--- src/hdl/epwm_consts.vh ---
// Purpose: constants for the enhanced pwm shutdown and steering block
// Assumes: apb byte addresses, 32-bit data, registers in low byte
// Notes: offsets are local choices
`ifndef EPWM_CONSTS_VH
`define EPWM_CONSTS_VH
`define EPWM_OFF_TMRSEL 12'h000
`define EPWM_OFF_ASCTL 12'h004
`define EPWM_OFF_RSDLY 12'h008
`define EPWM_OFF_STEER 12'h00C
`define EPWM_OFF_MODE 12'h010
`define EPWM_OFF_IRQ_STAT 12'h014
`define EPWM_OFF_IRQ_MASK 12'h018
`define EPWM_OFF_TSYNC 12'h01C
`define EPWM_RST_TMRSEL 8'h00
`define EPWM_RST_ASCTL 8'h00
`define EPWM_RST_RSDLY 8'h00
`define EPWM_RST_STEER 8'h01
`define EPWM_RST_MODE 8'h00
`define EPWM_AS_EVT 7
`define EPWM_RS_EN 7
`define EPWM_ST_SYNC 4
`define EPWM_ST_MASK 8'h1F
`define EPWM_TSEL_T2 2'b00
`define EPWM_TSEL_T4 2'b01
`define EPWM_TSEL_T6 2'b10
`define EPWM_PSS_LOW 2'b00
`define EPWM_PSS_HIGH 2'b01
`define EPWM_IRQ_SHDN 0
`define EPWM_IRQ_RESUME 1
`endif

--- src/hdl/epwm_ctrl.v ---
// Purpose: auto-shutdown, active delay, steering and timer choice
// Assumes: single clock; pwm waveform and period starts come from outside
// Notes: apb slave, zero wait states, pslverr on unmapped address
//   only channel 1 is steered and delayed; the other channels only
//   export their timer choice
//
// Operation
// - two-bit selector picks timer 2, 4 or 6
// - shutdown source sets status, outputs shutdown state
// - source codes 001 to 011 select comparators, 000 selects none
// - codes 1xx add low external pin
// - pair a/c shutdown low, high or float
// - pair b/d shutdown low, high or float
// - restart enable clears status when source gone
// - seven-bit delay before output goes active
// - synced comparator waits for timer 1 tick
// - sync bit: steering updates at period start
// - no sync: steering updates next cycle
// - steering enables route waveform with polarity
// - steering only in pwm single-output mode
// - steering register top three bits read zero
// - mode low bits set pair polarities
`timescale 1ns/1ps
`include "epwm_consts.vh"
module epwm_ctrl (
	// clock and reset
	input wire clock,
	input wire sys_rst,
	// apb slave
	input wire psel,
	input wire penable,
	input wire pwrite,
	input wire [11:0] paddr,
	input wire [31:0] pwdata,
	output reg [31:0] prdata,
	output reg pready,
	output reg pslverr,
	// pwm inputs
	input wire [2:0] timer_period_start,
	input wire [2:0] timer_pwm_raw,
	input wire comp1_out,
	input wire comp2_out,
	input wire ext_int_pin,
	input wire timer1_tick,
	// per-channel selected timer for channels 1..4
	output reg [7:0] chan_timer_onehot,
	// pins
	output reg pwm_out_a,
	output reg pwm_out_b,
	output reg pwm_out_c,
	output reg pwm_out_d,
	output reg [3:0] pwm_oe,
	output reg [3:0] pin_port_ctrl,
	// interrupt
	output reg irq
);
	reg [7:0] pwm_timer_select;
	reg [7:0] auto_shutdown_control;
	reg [7:0] restart_and_delay_control;
	reg [7:0] output_steering_control;
	reg [7:0] mode_control;
	reg [1:0] comparator_out_sync;
	reg [1:0] irq_status;
	reg [1:0] irq_mask;
	reg [3:0] steer_active;
	reg [6:0] delay_cnt;
	reg pwm_delayed;
	reg raw_q;
	reg comp1_q;
	reg comp2_q;
	reg drive_hold;
	reg shutdown_prev;

	wire [3:0] channel_mode_sel = mode_control[3:0];
	wire [1:0] output_config_sel = mode_control[7:6];
	wire [2:0] shutdown_source_sel = auto_shutdown_control[6:4];
	wire [1:0] shutdown_state_ac = auto_shutdown_control[3:2];
	wire [1:0] shutdown_state_bd = auto_shutdown_control[1:0];
	wire shutdown_event_status = auto_shutdown_control[`EPWM_AS_EVT];
	wire auto_restart_enable = restart_and_delay_control[`EPWM_RS_EN];
	wire [6:0] active_delay_count = restart_and_delay_control[6:0];
	wire steer_update_sync = output_steering_control[`EPWM_ST_SYNC];

	// timer 2/4/6 feeds the steered channel (channel 1)
	function [2:0] tsel_onehot;
		input [1:0] sel;
		begin
			case (sel)
			`EPWM_TSEL_T2: tsel_onehot = 3'b001;
			`EPWM_TSEL_T4: tsel_onehot = 3'b010;
			`EPWM_TSEL_T6: tsel_onehot = 3'b100;
			default: tsel_onehot = 3'b000;
			endcase
		end
	endfunction

	// pair level in shutdown: bit0 = level, bit1 = enable
	function [1:0] pss_drive;
		input [1:0] st;
		begin
			case (st)
			`EPWM_PSS_LOW: pss_drive = 2'b10;
			`EPWM_PSS_HIGH: pss_drive = 2'b11;
			default: pss_drive = 2'b00;
			endcase
		end
	endfunction

	// pin level: the shutdown level wins over the waveform
	function pin_level;
		input shut;
		input shut_level;
		input wave;
		begin
			pin_level = shut ? shut_level : wave;
		end
	endfunction

	// pin drive: steered, and not floated by the shutdown state
	function pin_drive;
		input steer_en;
		input shut;
		input shut_drive;
		begin
			pin_drive = steer_en & (~shut | shut_drive);
		end
	endfunction

	wire pwm_mode = (channel_mode_sel[3:2] == 2'b11);
	wire [2:0] sel1 = tsel_onehot(pwm_timer_select[1:0]);
	wire period_start = |(sel1 & timer_period_start);
	wire pwm_raw = |(sel1 & timer_pwm_raw);

	// comparators optionally wait for a timer 1 tick
	wire c1_eff = comparator_out_sync[0] ? comp1_q : comp1_out;
	wire c2_eff = comparator_out_sync[1] ? comp2_q : comp2_out;
	reg src_hit;
	always @* begin
		case (shutdown_source_sel)
		3'b000: src_hit = 1'b0;
		3'b001: src_hit = c1_eff;
		3'b010: src_hit = c2_eff;
		3'b011: src_hit = c1_eff | c2_eff;
		3'b100: src_hit = ~ext_int_pin;
		3'b101: src_hit = ~ext_int_pin | c1_eff;
		3'b110: src_hit = ~ext_int_pin | c2_eff;
		3'b111: src_hit = ~ext_int_pin | c1_eff | c2_eff;
		default: src_hit = 1'b0;
		endcase
	end

	// register select, shared by every write strobe
	function reg_hit;
		input [11:0] addr;
		input [11:0] offset;
		begin
			reg_hit = (addr == offset);
		end
	endfunction

	// anything outside the register map is refused with pslverr
	function addr_mapped;
		input [11:0] addr;
		begin
			case (addr)
			`EPWM_OFF_TMRSEL, `EPWM_OFF_ASCTL, `EPWM_OFF_RSDLY,
			`EPWM_OFF_STEER, `EPWM_OFF_MODE, `EPWM_OFF_IRQ_STAT,
			`EPWM_OFF_IRQ_MASK, `EPWM_OFF_TSYNC: addr_mapped = 1'b1;
			default: addr_mapped = 1'b0;
			endcase
		end
	endfunction

	// read mux; unmapped offsets read zero
	function [7:0] read_byte;
		input [11:0] addr;
		begin
			case (addr)
			`EPWM_OFF_TMRSEL: read_byte = pwm_timer_select;
			`EPWM_OFF_ASCTL: read_byte = auto_shutdown_control;
			`EPWM_OFF_RSDLY: read_byte = restart_and_delay_control;
			`EPWM_OFF_STEER: read_byte = output_steering_control;
			`EPWM_OFF_MODE: read_byte = mode_control;
			`EPWM_OFF_IRQ_STAT: read_byte = {6'h00, irq_status};
			`EPWM_OFF_IRQ_MASK: read_byte = {6'h00, irq_mask};
			`EPWM_OFF_TSYNC: read_byte = {6'h00, comparator_out_sync};
			default: read_byte = 8'h00;
			endcase
		end
	endfunction

	// writes land at the access edge, the one where pready is high
	wire wr = psel & penable & pwrite;
	wire as_wr = wr & reg_hit(paddr, `EPWM_OFF_ASCTL);
	wire [1:0] irq_w1c = (wr & reg_hit(paddr, `EPWM_OFF_IRQ_STAT)) ?
		pwdata[1:0] : 2'b00;
	// the shutdown source wins over a software clear
	wire next_evt = src_hit | (auto_restart_enable ? 1'b0 :
		(as_wr ? pwdata[`EPWM_AS_EVT] : shutdown_event_status));
	wire resume_evt = shutdown_prev & ~next_evt;

	// shutdown status follows next_evt; the other fields are plain
	always @(posedge clock or posedge sys_rst) begin
		if (sys_rst) begin
			auto_shutdown_control <= `EPWM_RST_ASCTL;
			shutdown_prev <= 1'b0;
		end else begin
			shutdown_prev <= next_evt;
			auto_shutdown_control[`EPWM_AS_EVT] <= next_evt;
			if (as_wr) begin
				auto_shutdown_control[6:0] <= pwdata[6:0];
			end
		end
	end

	// timer selection for all four channels
	always @(posedge clock or posedge sys_rst) begin
		if (sys_rst) begin
			pwm_timer_select <= `EPWM_RST_TMRSEL;
		end else if (wr && reg_hit(paddr, `EPWM_OFF_TMRSEL)) begin
			pwm_timer_select <= pwdata[7:0];
		end
	end

	// restart enable and active delay count
	always @(posedge clock or posedge sys_rst) begin
		if (sys_rst) begin
			restart_and_delay_control <= `EPWM_RST_RSDLY;
		end else if (wr && reg_hit(paddr, `EPWM_OFF_RSDLY)) begin
			restart_and_delay_control <= pwdata[7:0];
		end
	end

	// steering enables; the top three bits never store
	always @(posedge clock or posedge sys_rst) begin
		if (sys_rst) begin
			output_steering_control <= `EPWM_RST_STEER;
		end else if (wr && reg_hit(paddr, `EPWM_OFF_STEER)) begin
			output_steering_control <= pwdata[7:0] & `EPWM_ST_MASK;
		end
	end

	// channel mode and output configuration
	always @(posedge clock or posedge sys_rst) begin
		if (sys_rst) begin
			mode_control <= `EPWM_RST_MODE;
		end else if (wr && reg_hit(paddr, `EPWM_OFF_MODE)) begin
			mode_control <= pwdata[7:0];
		end
	end

	// comparator synchronisation enables
	always @(posedge clock or posedge sys_rst) begin
		if (sys_rst) begin
			comparator_out_sync <= 2'b00;
		end else if (wr && reg_hit(paddr, `EPWM_OFF_TSYNC)) begin
			comparator_out_sync <= pwdata[1:0];
		end
	end

	// interrupt mask
	always @(posedge clock or posedge sys_rst) begin
		if (sys_rst) begin
			irq_mask <= 2'b00;
		end else if (wr && reg_hit(paddr, `EPWM_OFF_IRQ_MASK)) begin
			irq_mask <= pwdata[1:0];
		end
	end

	// set wins over the write-one clear in the same cycle
	always @(posedge clock or posedge sys_rst) begin
		if (sys_rst) begin
			irq_status <= 2'b00;
		end else begin
			irq_status[`EPWM_IRQ_SHDN] <= (next_evt & ~shutdown_prev) |
				(irq_status[`EPWM_IRQ_SHDN] &
				~irq_w1c[`EPWM_IRQ_SHDN]);
			irq_status[`EPWM_IRQ_RESUME] <= resume_evt |
				(irq_status[`EPWM_IRQ_RESUME] &
				~irq_w1c[`EPWM_IRQ_RESUME]);
		end
	end

	// apb answer: zero wait states, data latched in the setup cycle
	always @(posedge clock or posedge sys_rst) begin
		if (sys_rst) begin
			prdata <= 32'h0000_0000;
			pready <= 1'b0;
			pslverr <= 1'b0;
		end else begin
			pready <= psel & ~penable;
			pslverr <= psel & ~penable & ~addr_mapped(paddr);
			if (psel & ~penable) begin
				prdata <= {24'h00_0000, read_byte(paddr)};
			end
		end
	end

	// comparator sync, active delay, steering latch, drive hold
	always @(posedge clock or posedge sys_rst) begin
		if (sys_rst) begin
			comp1_q <= 1'b0;
			comp2_q <= 1'b0;
			raw_q <= 1'b0;
			delay_cnt <= 7'h00;
			pwm_delayed <= 1'b0;
			steer_active <= 4'h1;
			drive_hold <= 1'b0;
		end else begin
			if (timer1_tick) begin
				comp1_q <= comp1_out;
				comp2_q <= comp2_out;
			end
			raw_q <= pwm_raw;
			if (!pwm_raw) begin
				pwm_delayed <= 1'b0;
				delay_cnt <= 7'h00;
			end else if (!raw_q) begin
				delay_cnt <= active_delay_count;
				pwm_delayed <= (active_delay_count == 7'h00);
			end else if (delay_cnt != 7'h00) begin
				delay_cnt <= delay_cnt - 7'h01;
				pwm_delayed <= (delay_cnt == 7'h01);
			end
			if (!steer_update_sync || period_start)
				steer_active <= output_steering_control[3:0];
			// limitation: a shutdown that clears between period starts
			// keeps the pins in shutdown until the next period
			if (next_evt)
				drive_hold <= 1'b1;
			else if (period_start)
				drive_hold <= 1'b0;
		end
	end

	wire steer_ok = pwm_mode & (output_config_sel == 2'b00);
	wire [3:0] en = steer_ok ? steer_active : 4'h0;
	wire lvl_ac = pwm_delayed ^ channel_mode_sel[1];
	wire lvl_bd = pwm_delayed ^ channel_mode_sel[0];
	wire [1:0] sd_ac = pss_drive(shutdown_state_ac);
	wire [1:0] sd_bd = pss_drive(shutdown_state_bd);
	wire sd = shutdown_event_status | drive_hold;

	always @(posedge clock or posedge sys_rst) begin
		if (sys_rst) begin
			pwm_out_a <= 1'b0;
			pwm_out_b <= 1'b0;
			pwm_out_c <= 1'b0;
			pwm_out_d <= 1'b0;
			pwm_oe <= 4'h0;
			pin_port_ctrl <= 4'hF;
			irq <= 1'b0;
			chan_timer_onehot <= 8'h00;
		end else begin
			chan_timer_onehot <= {pwm_timer_select[7:6],
				pwm_timer_select[5:4], pwm_timer_select[3:2],
				pwm_timer_select[1:0]};
			pin_port_ctrl <= ~en;
			pwm_out_a <= pin_level(sd, sd_ac[0], lvl_ac);
			pwm_out_c <= pin_level(sd, sd_ac[0], lvl_ac);
			pwm_out_b <= pin_level(sd, sd_bd[0], lvl_bd);
			pwm_out_d <= pin_level(sd, sd_bd[0], lvl_bd);
			pwm_oe[0] <= pin_drive(en[0], sd, sd_ac[1]);
			pwm_oe[2] <= pin_drive(en[2], sd, sd_ac[1]);
			pwm_oe[1] <= pin_drive(en[1], sd, sd_bd[1]);
			pwm_oe[3] <= pin_drive(en[3], sd, sd_bd[1]);
			irq <= |(irq_status & irq_mask);
		end
	end
endmodule // epwm_ctrl

--- config.mk ---
export PLATFORM = sky130hd
export DESIGN_NAME = epwm_ctrl
export DESIGN_NICKNAME = d
export VERILOG_FILES = /design/src/hdl/epwm_ctrl.v
export VERILOG_INCLUDE_DIRS = /design/src /design/src/hdl
export SDC_FILE = /design/constraint.sdc
export NUM_CORES = 1
export LEC_CHECK = 0
export BUFFER_PORTS_ARGS = -buffer_cell sky130_fd_sc_hd__buf_4
export CORE_MARGIN = 2
export CORE_UTILIZATION = 35
export CTS_BUF_LIST = sky130_fd_sc_hd__clkbuf_8 sky130_fd_sc_hd__clkbuf_16
export DETAILED_ROUTE_END_ITERATION = 7
export HOLD_SLACK_MARGIN = 0.1
export PLACE_DENSITY_LB_ADDON = 0.12
export RECOVER_POWER = 100
export SYNTH_ARGS = -nofsm -noshare
export SYNTH_HDL_FRONTEND = slang
export SYNTH_SLANG_ARGS = --single-unit
export TNS_END_PERCENT = 30
--- constraint.sdc ---
create_clock -name clock -period 3.75 [get_ports clock]
set_input_delay 0.75 -clock clock [delete_from_list [all_inputs] [get_ports clock]]
set_output_delay 0.75 -clock clock [all_outputs]
set_load 0.01 [all_outputs]
==> run_results.csv, run 1 <==
group,metric,value,unit
critical_path,crit_type,"in2reg",
synth,netlist.area_leader.share,50.0,%
place,dp_hpwl,7150,um
drt,drt-total-wl,9670,um
drt,viasPerCell,4.95,
finish,fin_area,0.00482,sq mm
drt,wl_per_cell,16.9,um
clock_network,cts_buffers,9,
sta,setup_ws,659,ps
synth,async_flop_share,100,%
clock_network,path_clk_slew,60,ps
critical_path,critical_path.top_delay_family,"simple AND/OR/NAND/NOR gates",
power,power_density,438,mW/mm^2
sta,maxSlewHeadroom,20.1,%
global_route,grt_use_total,16.1,%
floorplanning,initial_core_util,36.0,%
sta,finalSetupTns,0,ps
critical_path,cpMostUsedCell,"clkbuf_1",
finish,antenna_cells,0,
sta,hold_viol_final,0,
critical_path,slowest_delay,770,ps
critical_path,cp.arrival,3330,ps
synth,avgSynthCellArea,11.5,sq um
critical_path,critPathBufInv,2,
synth,synth_edf_count,0,
critical_path,path_cells,"clkbuf_1, or4b_1, nor4_4, clkbuf_1, mux2i_1, o21ai_2, a21o_1",
sta,worst_pin_slew,1190,ps
floorplanning,die_y,112,um
synth,syn_inst,357,
sta,whs,403,ps
clock_network,ctsHoldBuffers,0,
clock_network,cts_tree,"done",
clock_network,clock_latency,340,ps
synth,syn-cell-area,0.00411,sq mm
drt,drc,0,
clock_network,clockBufferDepth,2,
floorplanning,dieWidth,112,um
clock_network,post_cts_buffers,0,
synth,ys_ff_latch,88,
global_route,gr-total-overflow,0,
clock_network,cts.repair.resized,0,
sta,fin_crit,3090,ps
critical_path,cp-start-kind,"input pin",
synth,yosysTopAreaCell,"dfrtp_1",
finish,syn2layout_area_growth,17.5,%
sta,post-route-period-util,82.4,%
flow_run,cap_violations,0,
clock_network,htree_levels,3,
critical_path,required,3990,ps
sta,setup_viol,0,
critical_path,critical-path-slowest-cell,"or4b_1",
floorplanning,core_region_area,0.0114,sq mm
min_path,hold_path.class,"reg2reg",
global_route,grt_max_degree,33,
drt,dr_total_vias,2829,
place,portBuffers,65,
drt,dr.pass1.iters,4,
clock_network,cts-root-buf,"clkbuf_16",
synth,synth_cell_types,46,
floorplanning,dieArea,0.0126,sq mm
critical_path,reg2reg_slack,2020,ps
power,vdd_drop_max,222,uV
synth,synthTopCellsByArea,"dfrtp_1 (50%), mux2_2 (13%), buf_4 (4.8%)",
global_route,grt_pass1_vias,2723,
power,leakage,2.26,nW
clock_network,clkSinkCount,88,
synth,synth_commonest_cells,"dfrtp_1 (82), mux2_2 (48), nand2_1 (33), buf_4 (26), nor2_1 (22)",
min_path,whs_path_depth,0,
drt,ant_nets,0,
synth,ys_warn_count,0,
finish,layout-drive-gt1-share,25.2,%
synth,synth_most_common_cell,"dfrtp_1",
synth,ys.flop_type,"dfrtp_1",
critical_path,end_kind,"flip-flop",
sta,rsz0062_at_grt,"no",
global_route,grt_pass1_wl,15300,um
sta,skew,6.11,ps
place,placed_area,0.00465,sq mm
place,gp_congestion,0.800,
drt,drt_first_iter_violations,90,
synth,yosysSeqAreaShare,53.8,%
sta,fmaxAchievable,324,MHz
sta,slew_viol_final,0,
critical_path,critPathMaxFanout,18,
floorplanning,pin_count,114,
run_status,outcome,"complete, no violations",
critical_path,ff2ff_path_depth,6,
global_route,grt_antenna_before_repair,0,
floorplanning,rows,39,
finish,nNetsFinal,485,
place,pre_cts_slack,849,ps
critical_path,crit_cells,7,
## cell families (layout without fill, tap and decap cells)
group | Yosys count | after routing | synth area share, %
and+or+nand+nor | 97 | 97 | 12.1
xor gates and xnor gates | 5 | 5 | 1.07
other | 1 | 24 | 0.0913
DFF | 88 | 88 | 53.8
AOI/OAI and AO/OA | 55 | 55 | 8.20
buffers and inverters | 47 | 96 | 6.89
adders and majority gates | 2 | 2 | 0.609
muxes | 62 | 62 | 17.2
## registers in the layout, summed over array words and instances, names as in the netlist, 2 cells and up
register / flops
auto_shutdown_control: 8
chan_timer_onehot: 8
mode_control: 8
prdata: 8
pwm_timer_select: 8
restart_and_delay_control: 8
delay_cnt: 7
output_steering_control: 5
pin_port_ctrl: 4
pwm_oe: 4
steer_active: 4
comparator_out_sync: 2
irq_mask: 2
irq_status: 2
## power by group
group	switching [W]	leakage, nW	internal (W)
registers	0.0000140	1.18	0.000965
clock network	0.000382	0.156	0.000585
logic	0.000105	0.919	0.0000621
total	0.000502	2.26	0.00161
## path summary, 6_finish.rpt
path / from / end
worst max-delay path: paddr[4] / drive_hold$_DFFE_PP0P_
worst min-delay path: pwm_timer_select[2]$_DFFE_PP0P_ / chan_timer_onehot[2]$_DFF_PP0_
worst max register to register: pwm_timer_select[1]$_DFFE_PP0P_ / delay_cnt[4]$_DFFE_PP0P_
worst min register to register: pwm_timer_select[2]$_DFFE_PP0P_ / chan_timer_onehot[2]$_DFF_PP0_
max in group asynchronous: sys_rst / restart_and_delay_control[2]$_DFFE_PP0P_
min in group asynchronous: sys_rst / pwm_oe[3]$_DFF_PP0_
## layer usage
metal  GRT usage (%)  wire length (um)
met2            22.7              4130
met5               0                 0
met4            6.50               164
met3            3.67               494
met1            24.0              4880
## layout make-up
class	instances	area [sq um]
Clock inverter	7	95.1
Inverter	10	38.8
Clock buffer	9	225
Tap cell	143	179
Timing Repair Buffer	70	387
Sequential cell	88	2210
Multi-Input combinational cell	245	1690
Fill cell	1120	6590
## worst register-to-register path: stages (launching register included)
cell and delay (ps):
dfrtp_1 450, mux2i_1 220, nor2_1 60, a31oi_1 510, inv_1 130, nand2_1 160
a211oi_1 70
## stage by stage
stage               instances  util [%]  power [W]
CTS                       572      43.5    0.00215
finish                    572      42.3    0.00211
floorplan                 380         -    0.00112
detailed placement        556      40.7    0.00117
global route              572      42.3    0.00220
global placement          556      40.7    0.00117
## placed cells by master (no fill, tap or decap), types with 3 or more instances in the layout
| master | synthesis | layout |
|---|---|---|
| inv_1 | 10 | 9 |
| a211oi_1 | 3 | 3 |
| dfrtp_1 | 82 | 82 |
| clkbuf_1 | 9 | 37 |
| clkbuf_16 | 0 | 9 |
| nor2_1 | 22 | 22 |
| or3_1 | 5 | 5 |
| conb_1 | 1 | 24 |
| a22oi_1 | 4 | 4 |
| a31oi_1 | 4 | 4 |
| o21ai_0 | 15 | 15 |
| nand3b_1 | 5 | 5 |
| a21oi_1 | 18 | 18 |
| nor4_1 | 4 | 4 |
| buf_4 | 26 | 31 |
| mux2i_1 | 12 | 12 |
| dfstp_2 | 6 | 6 |
| nand2_1 | 33 | 33 |
| nand2b_1 | 5 | 5 |
| xnor2_1 | 4 | 4 |
| a311oi_1 | 3 | 3 |
| nor3_1 | 9 | 10 |
| mux2_2 | 48 | 48 |
Note: power is estimated with default switching activity, not from simulation.
==> inputs of run 2 (changes only) <==
- clock period: 3.75 -> 2.7 ns (I/O delays scaled with it)
==> run 2 against run 1 <==
Against the previous run: final cell count up 1.2%; largest power group unchanged; clock power up 32%; critical endpoint unchanged; routed wire length up 2.6%; critical path depth unchanged; setup slack worse by 150 ps; clock skew up 1.1 ps; sequential cell count unchanged.
==> run_results.csv, run 2 (same netlist as run 1, synthesis figures left out) <==
group,metric,value,unit
run_status,outcome,"complete, no violations",
sta,worst_pin_slew,1280,ps
min_path,hold_path.class,"reg2reg",
power,p_sw_share,23.7,%
floorplanning,dieArea,0.0126,sq mm
drt,ant_nets,0,
sta,whs,404,ps
critical_path,cp.arrival,2430,ps
finish,final_common_cell,"dfrtp_1",
min_path,hp-start,"steer_active[1]$_DFFE_PP0P_",
drt,drt-total-wl,9920,um
drt,wl_met2,4400,um
floorplanning,dieWidth,112,um
clock_network,cts-root-buf,"clkbuf_16",
floorplanning,initial_core_util,36.0,%
clock_network,post_cts_buffers,0,
critical_path,end_kind,"flip-flop",
finish,layout-drive-gt1-share,25.9,%
finish,antenna_cells,0,
finish,syn2layout_area_growth,18.2,%
power,vdd_drop_max,315,uV
critical_path,critical-path-slowest-cell,"or4_1",
place,portBuffers,65,
clock_network,cts_tree,"done",
clock_network,path_clk_slew,60,ps
global_route,gr-total-overflow,0,
sta,hold_viol_final,0,
sta,fmaxAchievable,456,MHz
power,power_frac_comb,8.2,%
drt,viasPerCell,4.90,
drt,wl_met1,4760,um
sta,setup_viol,0,
global_route,grt_pass1_vias,2880,
power,seq_power_share,47.3,%
clock_network,cts_buffers,9,
drt,wl_met3,556,um
flow_run,cap_violations,0,
power,pwr-share-clk,44.5,%
critical_path,crit_type,"in2reg",
clock_network,clock_latency,340,ps
clock_network,ctsHoldBuffers,0,
global_route,grt_antenna_before_repair,0,
global_route,grt_max_degree,32,
power,switching_power,0.000682,W
finish,nNetsFinal,492,
clock_network,htree_levels,3,
critical_path,path_cells,"clkbuf_4, or4_1, nor4_1, buf_12, mux2i_1, o21ai_0, a21o_1",
sta,setup_ws,505,ps
floorplanning,core_region_area,0.0114,sq mm
floorplanning,pin_count,114,
floorplanning,rows,39,
critical_path,startpoint,"paddr[10]",
finish,layout_common_cells,"dfrtp_1 (82), mux2_2 (48), clkbuf_1 (38)",
global_route,grt_pass1_wl,15900,um
drt,top_layer_used,"met4",
power,leakage,2.27,nW
floorplanning,die_y,112,um
global_route,grt_use_total,16.6,%
clock_network,cts.repair.resized,0,
sta,skew,7.22,ps
clock_network,clockBufferDepth,2,
power,power_density,593,mW/mm^2
drt,drc,0,
sta,fin_crit,2190,ps
sta,maxSlewHeadroom,14.0,%
place,gp_congestion,0.842,
power,p_int,0.00219,W
finish,final_core_util,42.5,%
clock_network,clkSinkCount,88,
sta,finalSetupTns,0,ps
critical_path,r2r-start,"pwm_timer_select[1]$_DFFE_PP0P_",
drt,drt_first_iter_violations,113,
critical_path,required,2940,ps
critical_path,slowest_delay,580,ps
critical_path,critPathBufInv,2,
critical_path,critical_path.top_delay_family,"simple AND/OR/NAND/NOR gates",
place,dp_hpwl,7330,um
sta,slew_viol_final,0,
sta,rsz0062_at_grt,"no",
critical_path,critPathMaxFanout,10,
drt,dr.pass1.iters,4,
drt,wl_per_cell,17.1,um
critical_path,cp-start-kind,"input pin",
place,pre_cts_slack,220,ps
power,finalPower,0.00288,W
sta,post-route-period-util,81.3,%
drt,dr_total_vias,2836,
## run 2: final cells by class
| type | count | area, sq um |
|---|---|---|
| multi-input combinational | 245 | 1680 |
| clock inverter | 5 | 55.1 |
| tap | 143 | 179 |
| fill | 1132 | 6570 |
| timing repair buffer | 77 | 443 |
| sequential | 88 | 2210 |
| inverter | 10 | 38.8 |
| clock buffer | 11 | 253 |
## run 2: final timing paths
kind / to / slack (ps) / depth (start not counted)
min reg2reg: pin_port_ctrl[1]$_DFF_PP1_ / 400 / 1
min: pin_port_ctrl[1]$_DFF_PP1_ / 400 / 1
min in group asynchronous: pwm_oe[3]$_DFF_PP0_ / 470 / 2
max: drive_hold$_DFFE_PP0P_ / 510 / 7
max reg2reg: delay_cnt[3]$_DFFE_PP0P_ / 960 / 6
max in group asynchronous: delay_cnt[1]$_DFFE_PP0P_ / 930 / 3
## run 2: per-stage QoR
stage / cells / cell area (sq um)
2_1_floorplan: 380 / 4200
3_3_place_gp: 563 / 4740
3_5_place_dp: 563 / 4740
4_1_cts: 579 / 5050
5_1_grt: 579 / 4850
6_report: 579 / 4850
## run 2: per-layer routing
metal	vias up	track usage, %
met4	0	6.10
met2	89	24.9
met1	1373	23.1
li1	1362	-
met5	-	0
met3	12	4.70
## run 2: power by group through the flow
stage	clock, W	combinational, W	sequential (W)
3_3_place_gp	0	0.000250	0.00138
5_1_grt	0.00138	0.000266	0.00136
2_1_floorplan	0	0.000175	0.00138
3_5_place_dp	0	0.000255	0.00138
4_1_cts	0.00132	0.000256	0.00136
6_report	0.00128	0.000235	0.00136
==> inputs of run 3 (changes only) <==
- ABC_AREA: unset -> 1
- clock period: 2.7 -> 2 ns (I/O delays scaled with it)
==> run 3 against run 2 <==
Against the previous run: final cell count increased by 25%; clock skew grew 3.4 ps; sequential power grew 34%; combinational power is 20% higher; global-route usage fell by 0.56 points; synthesized cell count rose by 35%; clock power increased by 52%; routed wire length rose by 2.5%; first-iteration DRC count grew to 2.7 times the previous value; largest power group is now the clock network; critical path type unchanged; sequential share of layout area fell by 1.7 points; synthesized area rose by 6.5%.
==> run_results.csv, run 3 <==
group,metric,value,unit
floorplanning,die_y,116,um
clock_network,clkSinkCount,88,
global_route,grt_antenna_before_repair,0,
sta,finalSetupTns,0,ps
critical_path,crit_type,"in2reg",
synth,synth_edf_count,0,
synth,ys_ff_latch,88,
synth,yosysSeqAreaShare,50.5,%
critical_path,cpMostUsedCell,"nand2_1",
flow_run,cap_violations,0,
floorplanning,pin_count,114,
floorplanning,rows,40,
place,dp.cells,709,
power,vdd_drop_max,359,uV
min_path,hp-start,"timer1_tick",
synth,synth_most_common_cell,"nand2_1",
drt,dr.pass1.iters,5,
synth,ys_warn_count,0,
drt,drt-total-wl,10200,um
finish,fin_area,0.00504,sq mm
critical_path,path_cells,"clkbuf_4, nor2_1, nand2_1, nor2_2, nand3_4, nand2_2, nand2_1, nand2_1, nand2_2, nand2_1, nand2_1",
finish,antenna_cells,0,
critical_path,required,2220,ps
clock_network,clockBufferDepth,2,
sta,skew,10.6,ps
power,leakage,2.46,nW
synth,yosysTopAreaCell,"dfrtp_1",
critical_path,r2r-start,"delay_cnt[0]$_DFFE_PP0P_",
global_route,grt_pass1_vias,3118,
critical_path,cp.arrival,1940,ps
place,placed_area,0.00496,sq mm
global_route,grt_use_total,16.1,%
synth,syn_inst,481,
critical_path,critPathMaxFanout,10,
drt,viasPerCell,4.62,
sta,setup_viol,0,
clock_network,path_clk_slew,60,ps
place,portBuffers,65,
finish,seq_area,0.00221,sq mm
critical_path,r2r-end,"pwm_delayed$_DFFE_PP0P_",
finish,nNetsFinal,613,
critical_path,reg2reg_slack,470,ps
clock_network,cts.repair.resized,0,
clock_network,clock_latency,340,ps
sta,worst_pin_slew,1220,ps
synth,synthTopCellsByArea,"dfrtp_1 (47%), nand2_1 (10%), nand3_1 (6.3%)",
synth,avgSynthCellArea,9.09,sq um
synth,synth_commonest_cells,"nand2_1 (118), dfrtp_1 (82), nand3_1 (55), inv_1 (32), nor2_1 (32)",
critical_path,ff2ff_path_depth,7,
synth,netlist.area_leader.share,46.9,%
drt,dr_total_vias,3352,
floorplanning,dieWidth,116,um
clock_network,cts_tree,"done",
synth,syn-cell-area,0.00437,sq mm
drt,ant_nets,0,
clock_network,cts_buffers,9,
sta,whs,282,ps
drt,drc,0,
place,gp_congestion,0.786,
min_path,min_to,"comp1_q$_DFFE_PP0P_",
drt,wl_per_cell,14.0,um
sta,slew_viol_final,0,
critical_path,cp-start-kind,"input pin",
sta,fmaxAchievable,583,MHz
clock_network,htree_levels,3,
critical_path,slowest_delay,520,ps
critical_path,startpoint,"paddr[7]",
critical_path,critical-path-slowest-cell,"nor2_2",
finish,multi_input_area,0.00172,sq mm
sta,rsz0062_at_grt,"no",
min_path,whs_path_depth,2,
floorplanning,core_region_area,0.0121,sq mm
drt,drt_first_iter_violations,306,
finish,fill_cells,1270,
floorplanning,dieArea,0.0134,sq mm
global_route,gr-total-overflow,0,
clock_network,post_cts_buffers,0,
sta,hold_viol_final,0,
global_route,grt_pass1_wl,16400,um
finish,final_cells,725,
finish,layout_common_cells,"nand2_1 (120), dfrtp_1 (82), nand3_1 (57)",
sta,maxSlewHeadroom,18.6,%
global_route,grt_max_degree,89,
finish,syn2layout_area_growth,15.2,%
finish,layout-drive-gt1-share,16.7,%
min_path,hold_path.class,"in2reg",
clock_network,cts-root-buf,"clkbuf_16",
synth,async_flop_share,100,%
synth,synth_cell_types,38,
clock_network,ctsHoldBuffers,0,
power,power_density,803,mW/mm^2
place,dp_hpwl,7350,um
synth,ys.flop_type,"dfrtp_1",
run_status,outcome,"complete, no violations",
sta,post-route-period-util,85.8,%
sta,fin_crit,1720,ps
finish,final_common_cell,"nand2_1",
critical_path,end_kind,"flip-flop",
floorplanning,initial_core_util,36.1,%
## run 3: through the flow
stage          util, %  setup slack [ps]  total power (W)
2_1_floorplan        -               583          0.00207
3_3_place_gp      41.0               259          0.00216
3_5_place_dp      41.0               246          0.00216
4_1_cts           43.8               471          0.00411
5_1_grt           41.6               146          0.00422
6_report          41.6               284          0.00404
## run 3: worst max path at each step
stage | end | slack [ps] | depth (start not counted)
after floorplan | auto_shutdown_control[0]$_DFFE_PP0N_ | 580 | 1
after global placement | prdata[2]$_DFFE_PP0P_ | 260 | 10
after detailed placement | prdata[2]$_DFFE_PP0P_ | 250 | 10
after CTS | pwm_delayed$_DFFE_PP0P_ | 470 | 7
after global routing | irq_status[0]$_DFF_PP0_ | 150 | 11
final | irq_status[0]$_DFF_PP0_ | 280 | 11
## run 3: worst max-delay path, delay by kind of cell
| family | cells | cell delay (ps) |
|---|---|---|
| buf+inv | 1 | 120 |
| simple gates | 10 | 1420 |
## run 3: area by class of cell
| type | count | area share, % |
|---|---|---|
| multi-input cells | 345 | 34.1 |
| repair buffers | 72 | 8.30 |
| inverters | 36 | 2.71 |
| flip-flops and latches | 88 | 43.9 |
| well taps | 168 | 4.17 |
| clock inverters | 7 | 2.36 |
| clock buffers | 9 | 4.47 |
## run 3: logic make-up (layout without fill, tap and decap cells)
logic type,Yosys count,after routing,share of synthesized area [%]
DFF,88,88,50.5
muxes,4,4,1.03
and+or+nand+nor,244,244,27.9
adders and majority gates,2,2,0.572
AOI/OAI and AO/OA,67,67,9.87
xor gates and xnor gates,4,4,0.801
other,1,24,0.0858
buffers and inverters,71,124,9.18
## run 3: where the power goes
group | internal [W] | switching, W
combinational | 0.0000948 | 0.000187
sequential | 0.00180 | 0.0000169
clock | 0.00123 | 0.000715
total | 0.00312 | 0.000920
## run 3: routing by layer
metal | vias up | track usage (%) | share of wire (%)
met1 | 1558 | 23.9 | 48
met2 | 108 | 23.2 | 44
met4 | 0 | 6.19 | 1.8
met5 | - | 0 | 0
met3 | 13 | 2.93 | 5.7
li1 | 1673 | - | -
